===== config.mk =====
export PLATFORM = sky130hd
export DESIGN_NAME = wcl_wiper_loader
export DESIGN_NICKNAME = d
export VERILOG_FILES = /design/src/wcl_pkg.sv /design/src/wcl_pin_if.sv /design/src/wcl_wiper_loader.sv /design/src/wcl_pin_cond.sv
export VERILOG_INCLUDE_DIRS = /design/src
export SDC_FILE = /design/constraint.sdc
export NUM_CORES = 1
export LEC_CHECK = 0
export BUFFER_PORTS_ARGS = -buffer_cell sky130_fd_sc_hd__buf_4
export CAP_MARGIN = 20
export CORE_MARGIN = 5
export CORE_UTILIZATION = 53
export DETAILED_ROUTE_END_ITERATION = 8
export PLACE_DENSITY = 0.77
export SETUP_SLACK_MARGIN = 0.2
export SKIP_CTS_REPAIR_TIMING = 1
export SYNTH_ARGS = -nofsm -noshare
export SYNTH_HDL_FRONTEND = slang
export SYNTH_HIERARCHICAL = 1
export SYNTH_SLANG_ARGS = --single-unit
export TNS_END_PERCENT = 100

===== constraint.sdc =====
create_clock -name ref_clk -period 1.91 [get_ports ref_clk]
set_input_delay 0.0955 -clock ref_clk [delete_from_list [all_inputs] [get_ports ref_clk]]
set_output_delay 0.0955 -clock ref_clk [all_outputs]
set_load 0.02 [all_outputs]

===== src/wcl_map.svh =====
// Constants for the serial wiper code loader: widths, values and pin sampling bits
`ifndef WCL_MAP_SVH
`define WCL_MAP_SVH

// ****************************************************************
// Widths
// ****************************************************************
`define WCL_CODE_W        7
`define WCL_CNT_W         8
`define WCL_STATE_W       2

// ****************************************************************
// Values
// ****************************************************************
`define WCL_MIDSCALE      7'h40
`define WCL_CODE_RST      7'h00
`define WCL_CNT_MAX       8'hFF
`define WCL_CODE_BITS     8'h07
`define WCL_SDO_CLEAR     1'h0

// ****************************************************************
// Pin sampling
// ****************************************************************
`define WCL_PIN_N         5
`define WCL_PIN_CS_N      0
`define WCL_PIN_SCLK      1
`define WCL_PIN_SDI       2
`define WCL_PIN_MRST_N    3
`define WCL_PIN_SHUTDOWN_N_N    4
`define WCL_PIN_IDLE      5'h19

`endif


===== src/wcl_pkg.sv =====
// Types shared by the serial wiper code loader modules
package wcl_pkg;

    // ****************************************************************
    // Frame state
    // ****************************************************************
    typedef enum logic [1:0] {
        WCL_ST_IDLE  = 2'b00,
        WCL_ST_SHIFT = 2'b01,
        WCL_ST_MID   = 2'b10
    } wcl_frame_e;

    typedef logic [6:0] wcl_code_t;

endpackage


===== src/wcl_pin_if.sv =====
// Conditioned pin levels and edge pulses passed from the sampler to the core
`timescale 1ns/100ps

interface wcl_pin_if;
    logic cs_n_lvl;
    logic cs_rise;
    logic sclk_rise;
    logic sdi_lvl;
    logic mrst_n_lvl;
    logic mrst_rise;
    logic shutdown_n_n_lvl;

    modport cond (
        output cs_n_lvl,
        output cs_rise,
        output sclk_rise,
        output sdi_lvl,
        output mrst_n_lvl,
        output mrst_rise,
        output shutdown_n_n_lvl
    );

    modport core (
        input  cs_n_lvl,
        input  cs_rise,
        input  sclk_rise,
        input  sdi_lvl,
        input  mrst_n_lvl,
        input  mrst_rise,
        input  shutdown_n_n_lvl
    );
endinterface


===== src/wcl_wiper_loader.sv =====
// Serial wiper code loader: shift register, wiper latch, open-drain chain output
// Functional notes
// - Chip select low: every rising serial clock shifts the data input in, unless midscale reset is low.
// - Chip select rising copies the shift register into the wiper latch.
// - Overlong frames keep only the last seven bits received.
// - Chip select low enables shifting and the serial output driver.
// - Each shift presents the bit that entered seven clocks earlier.
// - Serial output only pulls low; an external pull-up gives the high.
// - Midscale reset low holds latch at midscale and clears output latch.
// - Midscale reset rising with chip select high leaves latch at 0x40.
// - No wiper code is promised before a reset or write.
// - Shutdown opens terminal A, shorts wiper to B, disables serial output.
// - Leaving shutdown applies the code held in the latch.
// - Writes are accepted and latched during shutdown.
`timescale 1ns/100ps
`include "wcl_map.svh"

module wcl_wiper_loader (
    // Clock and reset
    input  wire logic                      ref_clk,
    input  wire logic                      rst,
    // Serial link pins
    input  wire logic                      cs_n,
    input  wire logic                      sclk,
    input  wire logic                      sdi,
    output logic                           sdo_data,
    output logic                           sdo_oe,
    // Control pins
    input  wire logic                      midscale_reset_n,
    input  wire logic                      shutdown_n,
    // Analog switch control
    output wcl_pkg::wcl_code_t             wiper_code,
    output logic                           wiper_code_valid,
    output logic                           terminal_a_switch,
    output logic                           wiper_b_short,
    output logic                           shutdown_active,
    // Frame status
    output logic                           frame_active,
    output logic [`WCL_CNT_W-1:0]          frame_bit_count,
    output logic                           frame_overlong
);

    // ****************************************************************
    // Pin conditioning
    // ****************************************************************
    wcl_pin_if pins ();

    wcl_pin_cond u_pin_cond (
        .ref_clk          (ref_clk),
        .rst              (rst),
        .cs_n             (cs_n),
        .sclk             (sclk),
        .sdi              (sdi),
        .midscale_reset_n (midscale_reset_n),
        .shutdown_n       (shutdown_n),
        .pins             (pins.cond)
    );

    // ****************************************************************
    // Helpers
    // ****************************************************************
    // Shift one bit in at the bottom; the top bit falls out
    function automatic wcl_pkg::wcl_code_t shift_in(input wcl_pkg::wcl_code_t cur, input logic bit_in);
        shift_in = {cur[`WCL_CODE_W-2:0], bit_in};
    endfunction

    // Saturating bit counter
    function automatic logic [`WCL_CNT_W-1:0] count_up(input logic [`WCL_CNT_W-1:0] cur);
        if (cur == `WCL_CNT_MAX) begin
            count_up = cur;
        end else begin
            count_up = cur + 8'h01;
        end
    endfunction

    // Open-drain enable: pull low only for a zero, and only while the driver is on
    function automatic logic pull_low(input logic drive_on, input logic bit_out);
        pull_low = drive_on & ~bit_out;
    endfunction

    // ****************************************************************
    // Decoded conditions
    // ****************************************************************
    logic selected;
    logic mid_hold;
    logic in_shutdown_n;
    logic shift_now;

    assign mid_hold  = ~pins.mrst_n_lvl;
    assign in_shutdown_n   = ~pins.shutdown_n_n_lvl;
    // Shifting continues in shutdown so a preset can be written
    assign selected  = ~pins.cs_n_lvl;
    assign shift_now = selected & pins.sclk_rise;

    // ****************************************************************
    // Load strobes
    // ****************************************************************
    // Midscale reset outranks both strobes in the latch, so neither is gated with mid_hold here
    logic load_now;
    logic preset_now;

    // A load needs the chip select edge only; shutdown does not block it
    assign load_now   = pins.cs_rise;
    // A preset edge counts only while the host is not selecting the part
    assign preset_now = pins.mrst_rise & ~selected;

    // ****************************************************************
    // State
    // ****************************************************************
    // Frame sequencing
    wcl_pkg::wcl_frame_e   state_q;
    wcl_pkg::wcl_frame_e   state_d;
    logic                  act_q;
    logic                  act_d;

    // Serial path
    wcl_pkg::wcl_code_t    sreg_q;
    wcl_pkg::wcl_code_t    sreg_d;
    logic                  sdo_q;
    logic                  sdo_d;
    logic                  oe_q;
    logic                  oe_d;

    // Wiper latch
    wcl_pkg::wcl_code_t    latch_q;
    wcl_pkg::wcl_code_t    latch_d;
    logic                  valid_q;
    logic                  valid_d;

    // Frame counter
    logic [`WCL_CNT_W-1:0] cnt_q;
    logic [`WCL_CNT_W-1:0] cnt_d;
    logic                  ovl_q;
    logic                  ovl_d;

    // ****************************************************************
    // Frame sequencing
    // ****************************************************************
    always_comb begin
        state_d = state_q;
        if (rst) begin
            state_d = wcl_pkg::WCL_ST_IDLE;
        end else begin
            case (state_q)
                wcl_pkg::WCL_ST_IDLE: begin
                    if (mid_hold) begin
                        state_d = wcl_pkg::WCL_ST_MID;
                    end else if (selected) begin
                        state_d = wcl_pkg::WCL_ST_SHIFT;
                    end
                end
                wcl_pkg::WCL_ST_SHIFT: begin
                    if (mid_hold) begin
                        state_d = wcl_pkg::WCL_ST_MID;
                    end else if (pins.cs_rise) begin
                        state_d = wcl_pkg::WCL_ST_IDLE;
                    end
                end
                wcl_pkg::WCL_ST_MID: begin
                    if (!mid_hold) begin
                        state_d = selected ? wcl_pkg::WCL_ST_SHIFT : wcl_pkg::WCL_ST_IDLE;
                    end
                end
                default: begin
                    state_d = wcl_pkg::WCL_ST_IDLE;
                end
            endcase
        end
        // Registered so the status pin comes straight from a flop
        act_d = (state_d == wcl_pkg::WCL_ST_SHIFT);
    end

    always_ff @(posedge ref_clk) begin
        state_q <= state_d;
        act_q   <= act_d;
    end

    // ****************************************************************
    // Shift register and chain output latch
    // ****************************************************************
    always_comb begin
        sreg_d = sreg_q;
        sdo_d  = sdo_q;
        if (rst) begin
            sreg_d = `WCL_CODE_RST;
            sdo_d  = `WCL_SDO_CLEAR;
        end else if (mid_hold) begin
            // Shift register itself is left alone; only the output latch clears
            sdo_d  = `WCL_SDO_CLEAR;
        end else if (shift_now) begin
            sreg_d = shift_in(sreg_q, pins.sdi_lvl);
            sdo_d  = sreg_q[`WCL_CODE_W-1];
        end
    end

    always_ff @(posedge ref_clk) begin
        sreg_q <= sreg_d;
        sdo_q  <= sdo_d;
    end

    // ****************************************************************
    // Frame bit counter
    // ****************************************************************
    // Cleared on every chip select rise, even one cut by midscale reset,
    // so a stale count never lingers while the part is deselected
    always_comb begin
        cnt_d = cnt_q;
        ovl_d = ovl_q;
        if (rst) begin
            cnt_d = 8'h00;
            ovl_d = 1'h0;
        end else if (pins.cs_rise) begin
            ovl_d = (cnt_q > `WCL_CODE_BITS);
            cnt_d = 8'h00;
        end else if (shift_now && !mid_hold) begin
            cnt_d = count_up(cnt_q);
        end
    end

    always_ff @(posedge ref_clk) begin
        cnt_q <= cnt_d;
        ovl_q <= ovl_d;
    end

    // ****************************************************************
    // Open-drain driver enable
    // ****************************************************************
    // Only a low is ever driven, so a chain of outputs can share pull-ups safely
    always_comb begin
        oe_d = 1'h0;
        if (!rst) begin
            oe_d = pull_low(selected && !in_shutdown_n, sdo_d);
        end
    end

    always_ff @(posedge ref_clk) begin
        oe_q <= oe_d;
    end

    // ****************************************************************
    // Wiper code latch
    // ****************************************************************
    // After the block reset the code is cleared to 0x00 and flagged not valid
    always_comb begin
        latch_d = latch_q;
        valid_d = valid_q;
        if (rst) begin
            latch_d = `WCL_CODE_RST;
            valid_d = 1'h0;
        end else if (mid_hold) begin
            latch_d = `WCL_MIDSCALE;
            valid_d = 1'h1;
        end else if (preset_now) begin
            latch_d = `WCL_MIDSCALE;
            valid_d = 1'h1;
        end else if (load_now) begin
            // Load goes ahead in shutdown as well, so a preset survives it
            latch_d = sreg_q;
            valid_d = 1'h1;
        end
    end

    always_ff @(posedge ref_clk) begin
        latch_q <= latch_d;
        valid_q <= valid_d;
    end

    // ****************************************************************
    // Switch control and status
    // ****************************************************************
    logic tas_q;
    logic tas_d;
    logic wbs_q;
    logic wbs_d;

    always_comb begin
        if (rst) begin
            tas_d = 1'h0;
            wbs_d = 1'h0;
        end else begin
            tas_d = ~in_shutdown_n;
            wbs_d = in_shutdown_n;
        end
    end

    always_ff @(posedge ref_clk) begin
        tas_q <= tas_d;
        wbs_q <= wbs_d;
    end

    // Latch is presented unchanged through shutdown, so release restores it
    assign wiper_code        = latch_q;
    assign wiper_code_valid  = valid_q;
    assign terminal_a_switch = tas_q;
    assign wiper_b_short     = wbs_q;
    assign shutdown_active   = wbs_q;
    assign frame_active      = act_q;
    assign frame_bit_count   = cnt_q;
    assign frame_overlong    = ovl_q;
    assign sdo_data          = 1'h0;
    assign sdo_oe            = oe_q;

endmodule


===== src/wcl_pin_cond.sv =====
// Two-flop synchronisers and edge detectors for the serial and control pins
`timescale 1ns/100ps
`include "wcl_map.svh"

module wcl_pin_cond (
    // Clock and reset
    input  wire logic               ref_clk,
    input  wire logic               rst,
    // Raw pins
    input  wire logic               cs_n,
    input  wire logic               sclk,
    input  wire logic               sdi,
    input  wire logic               midscale_reset_n,
    input  wire logic               shutdown_n,
    // Conditioned side
    wcl_pin_if.cond                 pins
);

    // ****************************************************************
    // Synchroniser chain
    // ****************************************************************
    // Stage one feeds stage two only; edges compare stage two with stage three
    logic [`WCL_PIN_N-1:0] meta_q;
    logic [`WCL_PIN_N-1:0] meta_d;
    logic [`WCL_PIN_N-1:0] sync_q;
    logic [`WCL_PIN_N-1:0] sync_d;
    logic [`WCL_PIN_N-1:0] prev_q;
    logic [`WCL_PIN_N-1:0] prev_d;

    always_comb begin
        if (rst) begin
            meta_d = `WCL_PIN_IDLE;
            sync_d = `WCL_PIN_IDLE;
            prev_d = `WCL_PIN_IDLE;
        end else begin
            meta_d = {shutdown_n, midscale_reset_n, sdi, sclk, cs_n};
            sync_d = meta_q;
            prev_d = sync_q;
        end
    end

    always_ff @(posedge ref_clk) begin
        meta_q <= meta_d;
        sync_q <= sync_d;
        prev_q <= prev_d;
    end

    // ****************************************************************
    // Levels and edges
    // ****************************************************************
    assign pins.cs_n_lvl   = sync_q[`WCL_PIN_CS_N];
    assign pins.cs_rise    = sync_q[`WCL_PIN_CS_N] & ~prev_q[`WCL_PIN_CS_N];
    // Data is taken with the same delay as the clock so the edge sees the right bit
    assign pins.sclk_rise  = sync_q[`WCL_PIN_SCLK] & ~prev_q[`WCL_PIN_SCLK];
    assign pins.sdi_lvl    = sync_q[`WCL_PIN_SDI];
    assign pins.mrst_n_lvl = sync_q[`WCL_PIN_MRST_N];
    assign pins.mrst_rise  = sync_q[`WCL_PIN_MRST_N] & ~prev_q[`WCL_PIN_MRST_N];
    assign pins.shutdown_n_n_lvl = sync_q[`WCL_PIN_SHUTDOWN_N_N];

endmodule


=== Word-level counts from Yosys, hierarchy flattened ===
Cells that the tools add are included.

* Register bits: 45
* Bits of input ports: 7
* Output and inout bits: 23
* Logic and storage cells: 60

* $add $sub $neg: 1
* Magnitude comparators: 1
* Eq/ne operators: 5
* Muxes and demuxes: 17
* Bitwise logic cells: 14
* Reductions and logical operators: 7

{| class="wikitable"
|+ Operators with widths
! operator !! number
|-
| $mux 7 || 3
|-
| $mux 2 || 6
|-
| $add 8x1->8 const B || 1
|-
| $eq 8x8->1 const B || 1
|-
| $gt 8x3->1 const B || 1
|-
| $not 1->1 || 8
|-
| $mux 1 || 7
|-
| $and 1x1->1 || 6
|-
| $pmux 2 s3 || 1
|-
| $eq 2x1->1 const B || 2
|-
| $reduce_and 2->1 || 2
|-
| $ne 3x3->1 const B || 1
|-
| $reduce_or 3->1 || 1
|-
| $eq 2x2->1 const B || 1
|-
| $logic_and 1x1->1 || 2
|-
| $logic_not 2->1 || 1
|-
| $reduce_or 2->1 || 1
|}

=== Logic depth before layout (Yosys ltp) ===
Gate-level depths: netlist (run 1).

* Word-level depth: 8
* Mapped depth: 6
* Gate-level depth less buffers: 5

=== Modules after synthesis ===
Netlist (run 1), hierarchy kept.

{| class="wikitable"
|+ Modules (own cells, without submodules)
! module !! times used !! cells an instance !! area an instance (sq um) !! sequential area each (sq um)
|-
| wcl_wiper_loader || 1 || 127 || 1,203.7 || 620.6
|-
| wcl_pin_cond || 1 || 30 || 375.4 || 260.2
|}

=== Least setup slack after synthesis (run 1) ===
Ideal clock, no wire load.

* Path type: register to register
* Start point: register cnt_q[0], in the netlist frame_bit_count[0]
* End point: register cnt_q[6], in the netlist frame_bit_count[6]
* Library setup time: 0.070 ns
* Arrival: 1.614 ns
* Required time: 1.840 ns
* Setup slack: 0.226 ns
* Stages on the path, launching flop included: 6
* Buffers on the path: 0
* Clock period less this slack: 1.684 ns
* Cell sequence: dfxtp_1 -> ha_1 -> nand3_2 -> or3b_4 -> or3_1 -> a21oi_1

* Cells in the longest elaborated chain, start to end: 3
* Elaborated cells on any way between the ends: 4
* Classes of those cells: 1 x add/sub; 1 x eq/ne; 1 x bitwise; 1 x reduce/logical

{| class="wikitable"
|+ Ends and longest elaborated chain
! item !! RTL line !! RTL
|-
| from (decl) || wcl_wiper_loader.sv:131 || <nowiki>logic [`WCL_CNT_W-1:0] cnt_q;</nowiki>
|-
| from (signal assigned) || wcl_wiper_loader.sv:221 || <nowiki>cnt_q <= cnt_d;</nowiki>
|-
| parallel branches: the longest is 3 deep, another holds $add 8x1->8 || n/a ||
|}

Several ways; the timed one is not identified.
A chain may end at the register's enable or synchronous reset.

=== Worst setup path after layout (run 1) ===
Same ends and word-level chain as after synthesis.

==> results of run 1 <==
-- flip-flops by register name, indices dropped and copies added, names as in the netlist, 2 cells and up --
name / cells
frame_bit_count: 8
u_pin_cond/sync_q: 5
u_pin_cond/meta_q: 5
state_q: 2
wiper_code: 7
u_pin_cond/prev_q: 3
sreg_q: 7
-- metrics by stage --
step           total power, mW  area (um^2)
2_1_floorplan            1.022         1579
3_3_place_gp             1.046         1787
3_5_place_dp             1.049         1787
4_1_cts                  1.498         1846
5_1_grt                  1.563         1952
6_report                 1.492         1952
-- kinds of logic (layout without fill, tap and decap cells) --
family / count (synthesis) / count (layout) / share of synthesized area, %
fa+ha+maj: 1 / 1 / 0.7923
compound gates: 21 / 21 / 7.607
buf+inv: 8 / 48 / 3.090
simple gates: 69 / 69 / 24.57
other cells: 1 / 1 / 0.2375
flops: 44 / 44 / 55.78
mux: 9 / 9 / 5.705
xor+xnor: 4 / 4 / 2.218
-- cell type report --
type | count | area, um^2
well taps | 31 | 38.79
multi-input cells | 105 | 656.9
flip-flops and latches | 44 | 884.6
clock buffers | 8 | 58.81
repair buffers | 40 | 312.8
fillers | 233 | 853.3
-- power groups by stage --
stage               logic [mW]  clock network (mW)  registers (mW)
finish                  0.0902               0.453           0.949
global route            0.0992               0.512           0.952
CTS                     0.0801               0.469           0.949
detailed placement      0.0800                   0           0.970
global placement        0.0774                   0           0.968
floorplan               0.0457                   0           0.976
-- Yosys cell counts, types with 2 or more instances --
cell type  instances
or2_1              8
nor3_1             2
a21oi_1           13
nand4_1            2
xor2_1             4
mux2i_1            9
dfxtp_1           44
nor2_1            16
nand2b_1           2
buf_4              3
or3_1              3
nor3b_1            4
o21ai_0            4
and2b_1            3
clkbuf_1           3
nor2b_1            6
nand2_1           16
-- metal layers --
layer	track usage [%]	vias to the layer above	part of all wire, %
met4	7.388	0	2.0
met1	14.72	569	38
met5	0	-	0
met2	26.55	28	54
met3	6.390	8	5.9
li1	-	601	-
-- worst max-delay path: cells and delay by family (launching register included) --
family / cells / cell delay, ps
AO/OA/AOI/OAI: 1 / 150
adder cells (fa/ha/maj): 1 / 190
flip-flops: 1 / 380
AND/OR/NAND/NOR: 3 / 860
-- how the worst min path moves through the flow --
| stage | startpoint | endpoint | slack, ps | cells past startpoint |
|---|---|---|---|---|
| after global routing | rst | shutdown_active | 90 | 2 |
| after CTS | shutdown_n | u_pin_cond/meta_q[4] | -100 | 2 |
| after floorplan | cs_n | u_pin_cond/meta_q[0] | 190 | 1 |
| after global placement | midscale_reset_n | u_pin_cond/meta_q[3] | 270 | 2 |
| after detailed placement | cs_n | u_pin_cond/meta_q[0] | 280 | 2 |
| final | rst | sreg_q[6] | 100 | 2 |
==> impl_metrics.csv, run 1 <==
group,metric,value,unit
run_status,status,"completed",
floorplan,ios,30,
finish,layout_commonest_cell,"dfxtp_1",
setup_path,end_kind,"flip-flop",
floorplan,die_h,64.58,um
timing,post-route-period-util,86.03,%
setup_path,cp-endpoint,"frame_bit_count[6]",
clock_tree,cts_tree,"yes",
route,viasPerCell,5.289,
worst_hold_path,hold_path_class,"in -> reg",
timing,rsz0062_at_grt,"no",
floorplan,fp.coreArea,0.002805,mm^2
setup_path,reg2reg_from,"frame_bit_count[0]",
place,place_congestion,0.7509,
global_routing,grt_usage,14.86,%
floorplan,rows,19,
synthesis,synth_cell_types,32,
setup_path,crit_slowest_cell,"or3b_4",
setup_path,crit_required,2200,ps
timing,report.final.slew_viol_count,0,
route,initialDrtViolationCount,67,
finish,antennaDiodeCount,0,
route,ant_nets,0,
power_and_ir_drop,power_density,764.3,mW/mm^2
finish,final_cell_mix,"dfxtp_1 (41), buf_4 (35), nor2_1 (16), nand2_1 (16), a21oi_1 (13)",
route,drc,0,
power_and_ir_drop,switching_power,0.3266,mW
setup_path,cp.arrival,1930,ps
timing,fin_crit,1643,ps
power_and_ir_drop,p_seq_share,63.6,%
finish,fin_cells,228,
clock_tree,cts_max_level,2,
timing,setup_ws,266.9,ps
route,num_vias,1206,
finish,drive_gt1_share,26.40,%
synthesis,yosys_warnings,6,
synthesis,async_flop_share,0,%
power_and_ir_drop,power_frac_clock,30.4,%
clock_tree,insertion_delay,350,ps
global_routing,overflow,0,
setup_path,crit_fanout,4,
clock_tree,cts_buffer_depth,2,
clock_tree,clk_pin_slew_worst_paths,120,ps
floorplan,die_w,64.58,um
clock_tree,clock_sinks,44,
place,post-place-ws,134.5,ps
floorplan,start_util,56.29,%
synthesis,avgSynthCellArea,10.06,um^2
finish,utilization,69.58,%
power_and_ir_drop,pwr-share-comb,6.0,%
timing,finalHoldViolCount,0,
synthesis,synth_largest_area_cell,"dfxtp_1",
synthesis,ys_ff_latch,44,
setup_path,start_kind,"flip-flop",
global_routing,grt_pass1_wl,4.747,mm
timing,setup_violations,0,
power_and_ir_drop,p_sw_share,21.89,%
setup_path,critical_path_class,"reg -> reg",
job,maxCapViolCount,0,
power_and_ir_drop,peakVddDrop,566.8,uV
global_routing,first_global_vias,1111,
route,drtPass1Iterations,4,
timing,holdWs,101.6,ps
setup_path,timing.rr.end,"frame_bit_count[6]",
finish,syn2layout_area_growth,23.61,%
synthesis,postSynthCellCount,157,
global_routing,antenna_found_initial,0,
power_and_ir_drop,leakagePower,0.8148,nW
place,portBuffers,28,
timing,clock-skew-final,10.90,ps
route,wl_per_cell,13.41,um
clock_tree,cts_buffers,5,
setup_path,crit_start,"frame_bit_count[0]",
setup_path,rrSetupSlack,270,ps
synthesis,synth_area,0.001579,mm^2
setup_path,rr_worst_depth,5,
timing,fmax,608.6,MHz
synthesis,synth_ff_type,"dfxtp_1",
global_routing,grt_max_degree,32,
place,placedCellCount,209,
place,dp_hpwl,2.051,mm
floorplan,die_area,0.004171,mm^2
synthesis,synth-edff-count,0,
setup_path,crit_chain,"ha_1 > nand3_2 > or3b_4 > or3_1 > a21oi_1",
power_and_ir_drop,p_int,1.165,mW
clock_tree,root_buffer,"clkbuf_4",
finish,finalNetCount,204,
synthesis,synth_fp_nets,165,
synthesis,synth_top_area_share,55.78,%
timing,tns,0,ps
route,wl,3.058,mm
setup_path,critPathMaxStageDelay,410,ps
synthesis,ys_top_cells_by_area,"dfxtp_1 (56%), mux2i_1 (5.7%), a21oi_1 (4.1%)",
synthesis,seq_area_frac_synth,55.78,%
(Power assumes the default switching activity.)
==> run 2, diff against run 1 <==
--- a/config.mk
+++ b/config.mk
@@ -6,7 +6,7 @@
 export SDC_FILE = /design/constraint.sdc
 export NUM_CORES = 1
 export LEC_CHECK = 0
-export BUFFER_PORTS_ARGS = -buffer_cell sky130_fd_sc_hd__buf_4
+export BUFFER_PORTS_ARGS = -buffer_cell sky130_fd_sc_hd__buf_2
 export CAP_MARGIN = 20
 export CORE_MARGIN = 5
 export CORE_UTILIZATION = 53
==> impl_metrics.csv, run 2 (synthesis results as in run 1) <==
group,metric,value,unit
setup_path,critical_path_class,"reg -> reg",
finish,final_cell_mix,"dfxtp_1 (40), buf_2 (28), nor2_1 (16), nand2_1 (16), a21oi_1 (12)",
place,placed_cell_area,0.001717,mm^2
clock_tree,clock_sinks,44,
global_routing,grtUsageMet2,26.29,%
floorplan,die_h,64.58,um
finish,syn2layout_area_growth,18.70,%
global_routing,antenna_found_initial,0,
route,wl,2.863,mm
global_routing,grt_use_met1,15.15,%
global_routing,top_usage_layer,"met2",
finish,layout_commonest_cell,"dfxtp_1",
timing,holdWs,183.3,ps
route,drc,0,
place,place_congestion,0.7932,
route,num_vias,1154,
timing,post-route-period-util,84.82,%
floorplan,start_util,56.29,%
timing,fin_crit,1620,ps
clock_tree,cts_buffer_depth,2,
power_and_ir_drop,leakagePower,0.8038,nW
route,viasPerCell,5.106,
global_routing,overflow,0,
floorplan,rows,19,
global_routing,grt_pass1_wl,4.678,mm
route,drtPass1Iterations,4,
timing,finalHoldViolCount,0,
clock_tree,cts_tree,"yes",
timing,tns,0,ps
place,portBuffers,28,
timing,report.final.slew_viol_count,0,
setup_path,cp.arrival,1900,ps
floorplan,fp.coreArea,0.002805,mm^2
finish,n_fill_cell,238,
job,maxCapViolCount,0,
worst_hold_path,hold_path_class,"in -> reg",
clock_tree,cts_buffers,5,
global_routing,grt_max_degree,32,
route,ant_nets,0,
timing,rsz0062_at_grt,"no",
place,dp_hpwl,1.940,mm
setup_path,end_kind,"flip-flop",
finish,design_area,0.001874,mm^2
global_routing,met3_usage,4.145,%
finish,finalNetCount,202,
power_and_ir_drop,peakVddDrop,629.3,uV
clock_tree,cts_max_level,2,
run_status,status,"completed",
timing,setup_violations,0,
floorplan,die_area,0.004171,mm^2
setup_path,start_kind,"flip-flop",
clock_tree,root_buffer,"clkbuf_4",
setup_path,crit_fanout,8,
timing,fmax,617.2,MHz
clock_tree,insertion_delay,340,ps
power_and_ir_drop,power_density,787.0,mW/mm^2
global_routing,grt_usage,14.43,%
route,initialDrtViolationCount,54,
floorplan,die_w,64.58,um
route,wl_per_cell,12.67,um
timing,clock-skew-final,9.051,ps
floorplan,ios,30,
finish,largest_reg_flops,8,
global_routing,first_global_vias,1092,
finish,antennaDiodeCount,0,
finish,drive_gt1_share,27.69,%
setup_path,crit_required,2190,ps
clock_tree,clk_pin_slew_worst_paths,120,ps
run 2: changes by cell type in the layout (fill, tap and decap cells not counted), sizes merged:
cell    previous run  this run
clkinv             0         2
buf               35        33
clkbuf             8         6
run 2: path summary, 6_finish.rpt:
check | from | slack, ps | cells after the start | to
worst min-delay path | rst | 180 | 2 | shutdown_active
worst max-delay path | u_pin_cond/sync_q[1] | 290 | 5 | frame_bit_count[6]
worst min register to register | u_pin_cond/sync_q[4] | 400 | 1 | shutdown_active
worst max register to register | u_pin_cond/sync_q[1] | 290 | 5 | frame_bit_count[6]
run 2: critical path: stages (launching register included):
cell      delay (ps)
dfxtp_1          350
nor2b_4          180
nand3b_4         130
or3b_4           430
or3_1            330
a21oi_2          130
run 2: final cells by class:
| class | count | area, um^2 | share of cell area [%] |
|---|---|---|---|
| multi-input cells | 105 | 660.6 | 35.25 |
| well taps | 31 | 38.79 | 2.069 |
| clock buffers | 6 | 51.30 | 2.737 |
| clock inverters | 2 | 10.01 | 0.5340 |
| flip-flops and latches | 44 | 885.9 | 47.26 |
| repair buffers | 38 | 227.7 | 12.15 |
run 2: report_power, final:
group | switching, mW | internal, mW
sequential | 0.0105 | 0.938
combinational | 0.0446 | 0.0377
clock | 0.268 | 0.175
total | 0.323 | 1.15
run 2: per-stage QoR:
| stage | setup slack, ps | power (mW) | utilization [%] | std cells |
|---|---|---|---|---|
| after CTS | 129.1 | 1.482 | 63.38 | 217 |
| after global placement | 279.1 | 1.037 | 61.20 | 209 |
| after detailed placement | 170.5 | 1.041 | 61.20 | 209 |
| final | 289.9 | 1.475 | 66.82 | 226 |
| after floorplan | 226.0 | 1.022 | - | 157 |
| after global routing | 197.1 | 1.540 | 66.82 | 226 |
run 2: per-layer routing:
| layer | vias to the layer above | part of all wire (%) |
|---|---|---|
| li1 | 596 | - |
| met1 | 527 | 43 |
| met2 | 25 | 51 |
| met3 | 6 | 4.5 |
| met4 | 0 | 1.9 |
| met5 | - | 0 |
==> run 3, diff against run 2 <==
--- a/config.mk
+++ b/config.mk
@@ -9,9 +9,9 @@
 export BUFFER_PORTS_ARGS = -buffer_cell sky130_fd_sc_hd__buf_2
 export CAP_MARGIN = 20
 export CORE_MARGIN = 5
-export CORE_UTILIZATION = 53
+export CORE_UTILIZATION = 48
 export DETAILED_ROUTE_END_ITERATION = 8
-export PLACE_DENSITY = 0.77
+export PLACE_DENSITY = 0.73
 export SETUP_SLACK_MARGIN = 0.2
 export SKIP_CTS_REPAIR_TIMING = 1
 export SYNTH_ARGS = -nofsm -noshare
==> constraint.sdc (replaced) <==
create_clock -name ref_clk -period 1.31 [get_ports ref_clk]
set_input_delay 0.0655 -clock ref_clk [delete_from_list [all_inputs] [get_ports ref_clk]]
set_output_delay 0.0655 -clock ref_clk [all_outputs]
set_load 0.02 [all_outputs]
==> impl_metrics.csv, run 3 (synthesis results as in run 1) <==
group,metric,value,unit
place,place_congestion,0.7280,
floorplan,ios,30,
finish,antennaDiodeCount,0,
floorplan,die_area,0.004537,mm^2
timing,report.final.slew_viol_count,0,
route,wl_per_cell,13.07,um
setup_path,crit_slowest_cell,"or3b_4",
finish,syn2layout_area_growth,45.48,%
global_routing,overflow,0,
finish,fin_cells,262,
setup_path,cp.arrival,1840,ps
timing,post-route-period-util,118.9,%
timing,finalHoldViolCount,0,
place,placedCellCount,240,
setup_path,crit_chain,"ha_4 > nand3_4 > or3b_4 > or3_4 > a21oi_2",
run_status,status,"complete, but fails checks",
timing,clock-skew-final,2.780,ps
setup_path,timing.rr.end,"frame_bit_count[6]",
clock_tree,cts_buffer_depth,2,
clock_tree,cts_tree,"yes",
run_status,failed_checks,"negative setup slack",
route,drtPass1Iterations,4,
power_and_ir_drop,power_density,958.8,mW/mm^2
power_and_ir_drop,leakagePower,0.9583,nW
place,post-place-ws,-190.5,ps
floorplan,rows,20,
setup_path,critPathMaxStageDelay,400,ps
place,portBuffers,28,
route,drc,0,
timing,worst_pin_slew,511.6,ps
setup_path,start_kind,"flip-flop",
global_routing,grt_usage,14.99,%
timing,setup_ws,-247.4,ps
worst_hold_path,hold_path_startpoint,"rst",
finish,final_cell_mix,"dfxtp_1 (36), buf_2 (23), buf_4 (20)",
finish,finalNetCount,225,
setup_path,crit_fanout,2,
clock_tree,clk_pin_slew_worst_paths,120,ps
clock_tree,cts_buffers,5,
power_and_ir_drop,pwr-share-comb,7.2,%
power_and_ir_drop,p_int,1.697,mW
timing,tns,-960.1,ps
timing,relSlewSlack,65.89,%
floorplan,start_util,50.89,%
route,num_vias,1270,
floorplan,die_h,67.36,um
floorplan,fp.coreArea,0.003103,mm^2
clock_tree,clock_sinks,44,
clock_tree,root_buffer,"clkbuf_4",
worst_hold_path,holdPathStages,2,
power_and_ir_drop,p_seq_share,62.5,%
clock_tree,cts_max_level,2,
timing,holdWs,177.8,ps
global_routing,first_global_vias,1168,
place,dp_hpwl,2.208,mm
setup_path,critical_path_class,"reg -> reg",
finish,layout_commonest_cell,"dfxtp_1",
route,viasPerCell,4.847,
global_routing,grt_max_degree,32,
floorplan,die_w,67.36,um
power_and_ir_drop,peakVddDrop,696.3,uV
global_routing,grt_pass1_wl,5.140,mm
setup_path,end_kind,"flip-flop",
setup_path,rrSetupSlack,-250,ps
route,initialDrtViolationCount,57,
setup_path,crit_required,1590,ps
job,maxCapViolCount,0,
power_and_ir_drop,finalPower,2.203,mW
worst_hold_path,min_to,"u_pin_cond/meta_q[2]",
power_and_ir_drop,switching_power,0.5056,mW
setup_path,rr_worst_depth,5,
timing,setup_violations,9,
route,wl,3.425,mm
timing,rsz0062_at_grt,"yes",
setup_path,crit_family,"simple AND/OR/NAND/NOR gates",
timing,fmax,642.1,MHz
timing,fin_crit,1557,ps
setup_path,reg2reg_from,"frame_bit_count[1]",
clock_tree,insertion_delay,340,ps
finish,drive_gt1_share,45.41,%
worst_hold_path,hold_path_class,"in -> reg",
global_routing,antenna_found_initial,0,
finish,largest_reg_flops,8,
setup_path,crit_buf_inv,0,
power_and_ir_drop,p_sw_share,22.96,%
power_and_ir_drop,power_frac_clock,30.3,%
route,ant_nets,0,
run 3: metal layers:
| metal | global-route usage [%] | routed length, um | up-vias |
|---|---|---|---|
| li1 | - | - | 641 |
| met1 | 16.29 | 1473 | 592 |
| met2 | 26.99 | 1761 | 33 |
| met3 | 5.491 | 160 | 4 |
| met4 | 4.557 | 29 | 0 |
| met5 | 0 | 0 | - |
run 3: how the worst max path moves through the flow:
stage / startpoint / endpoint / cells after the start
5_1_grt: u_pin_cond/sync_q[1] / frame_bit_count[6] / 5
6_report: frame_bit_count[1] / frame_bit_count[6] / 5
4_1_cts: u_pin_cond/sync_q[1] / frame_bit_count[6] / 5
3_3_place_gp: frame_bit_count[1] / frame_bit_count[6] / 5
3_5_place_dp: u_pin_cond/sync_q[1] / frame_bit_count[6] / 5
2_1_floorplan: frame_bit_count[1] / frame_bit_count[6] / 5
run 3: cell type report:
| cell class | instances | area (um^2) |
|---|---|---|
| Tap cell | 44 | 55.05 |
| Clock buffer | 6 | 51.30 |
| Clock inverter | 2 | 10.01 |
| Fill cell | 230 | 805.8 |
| Multi-Input combinational cell | 105 | 797.0 |
| Sequential cell | 44 | 900.9 |
| Timing Repair Buffer | 61 | 483.0 |
run 3: stage by stage:
step	util, %	instance area (um^2)
final	74.03	2297
after global routing	74.03	2297
after CTS	63.91	1983
after detailed placement	61.94	1922
after global placement	61.94	1922
after floorplan	-	1640
run 3: power groups by stage:
stage	logic (mW)	registers, mW	clock network, mW
detailed placement	0.118	1.41	0
CTS	0.118	1.38	0.693
global placement	0.115	1.41	0
floorplan	0.0703	1.42	0
global route	0.173	1.38	0.762
finish	0.158	1.38	0.667
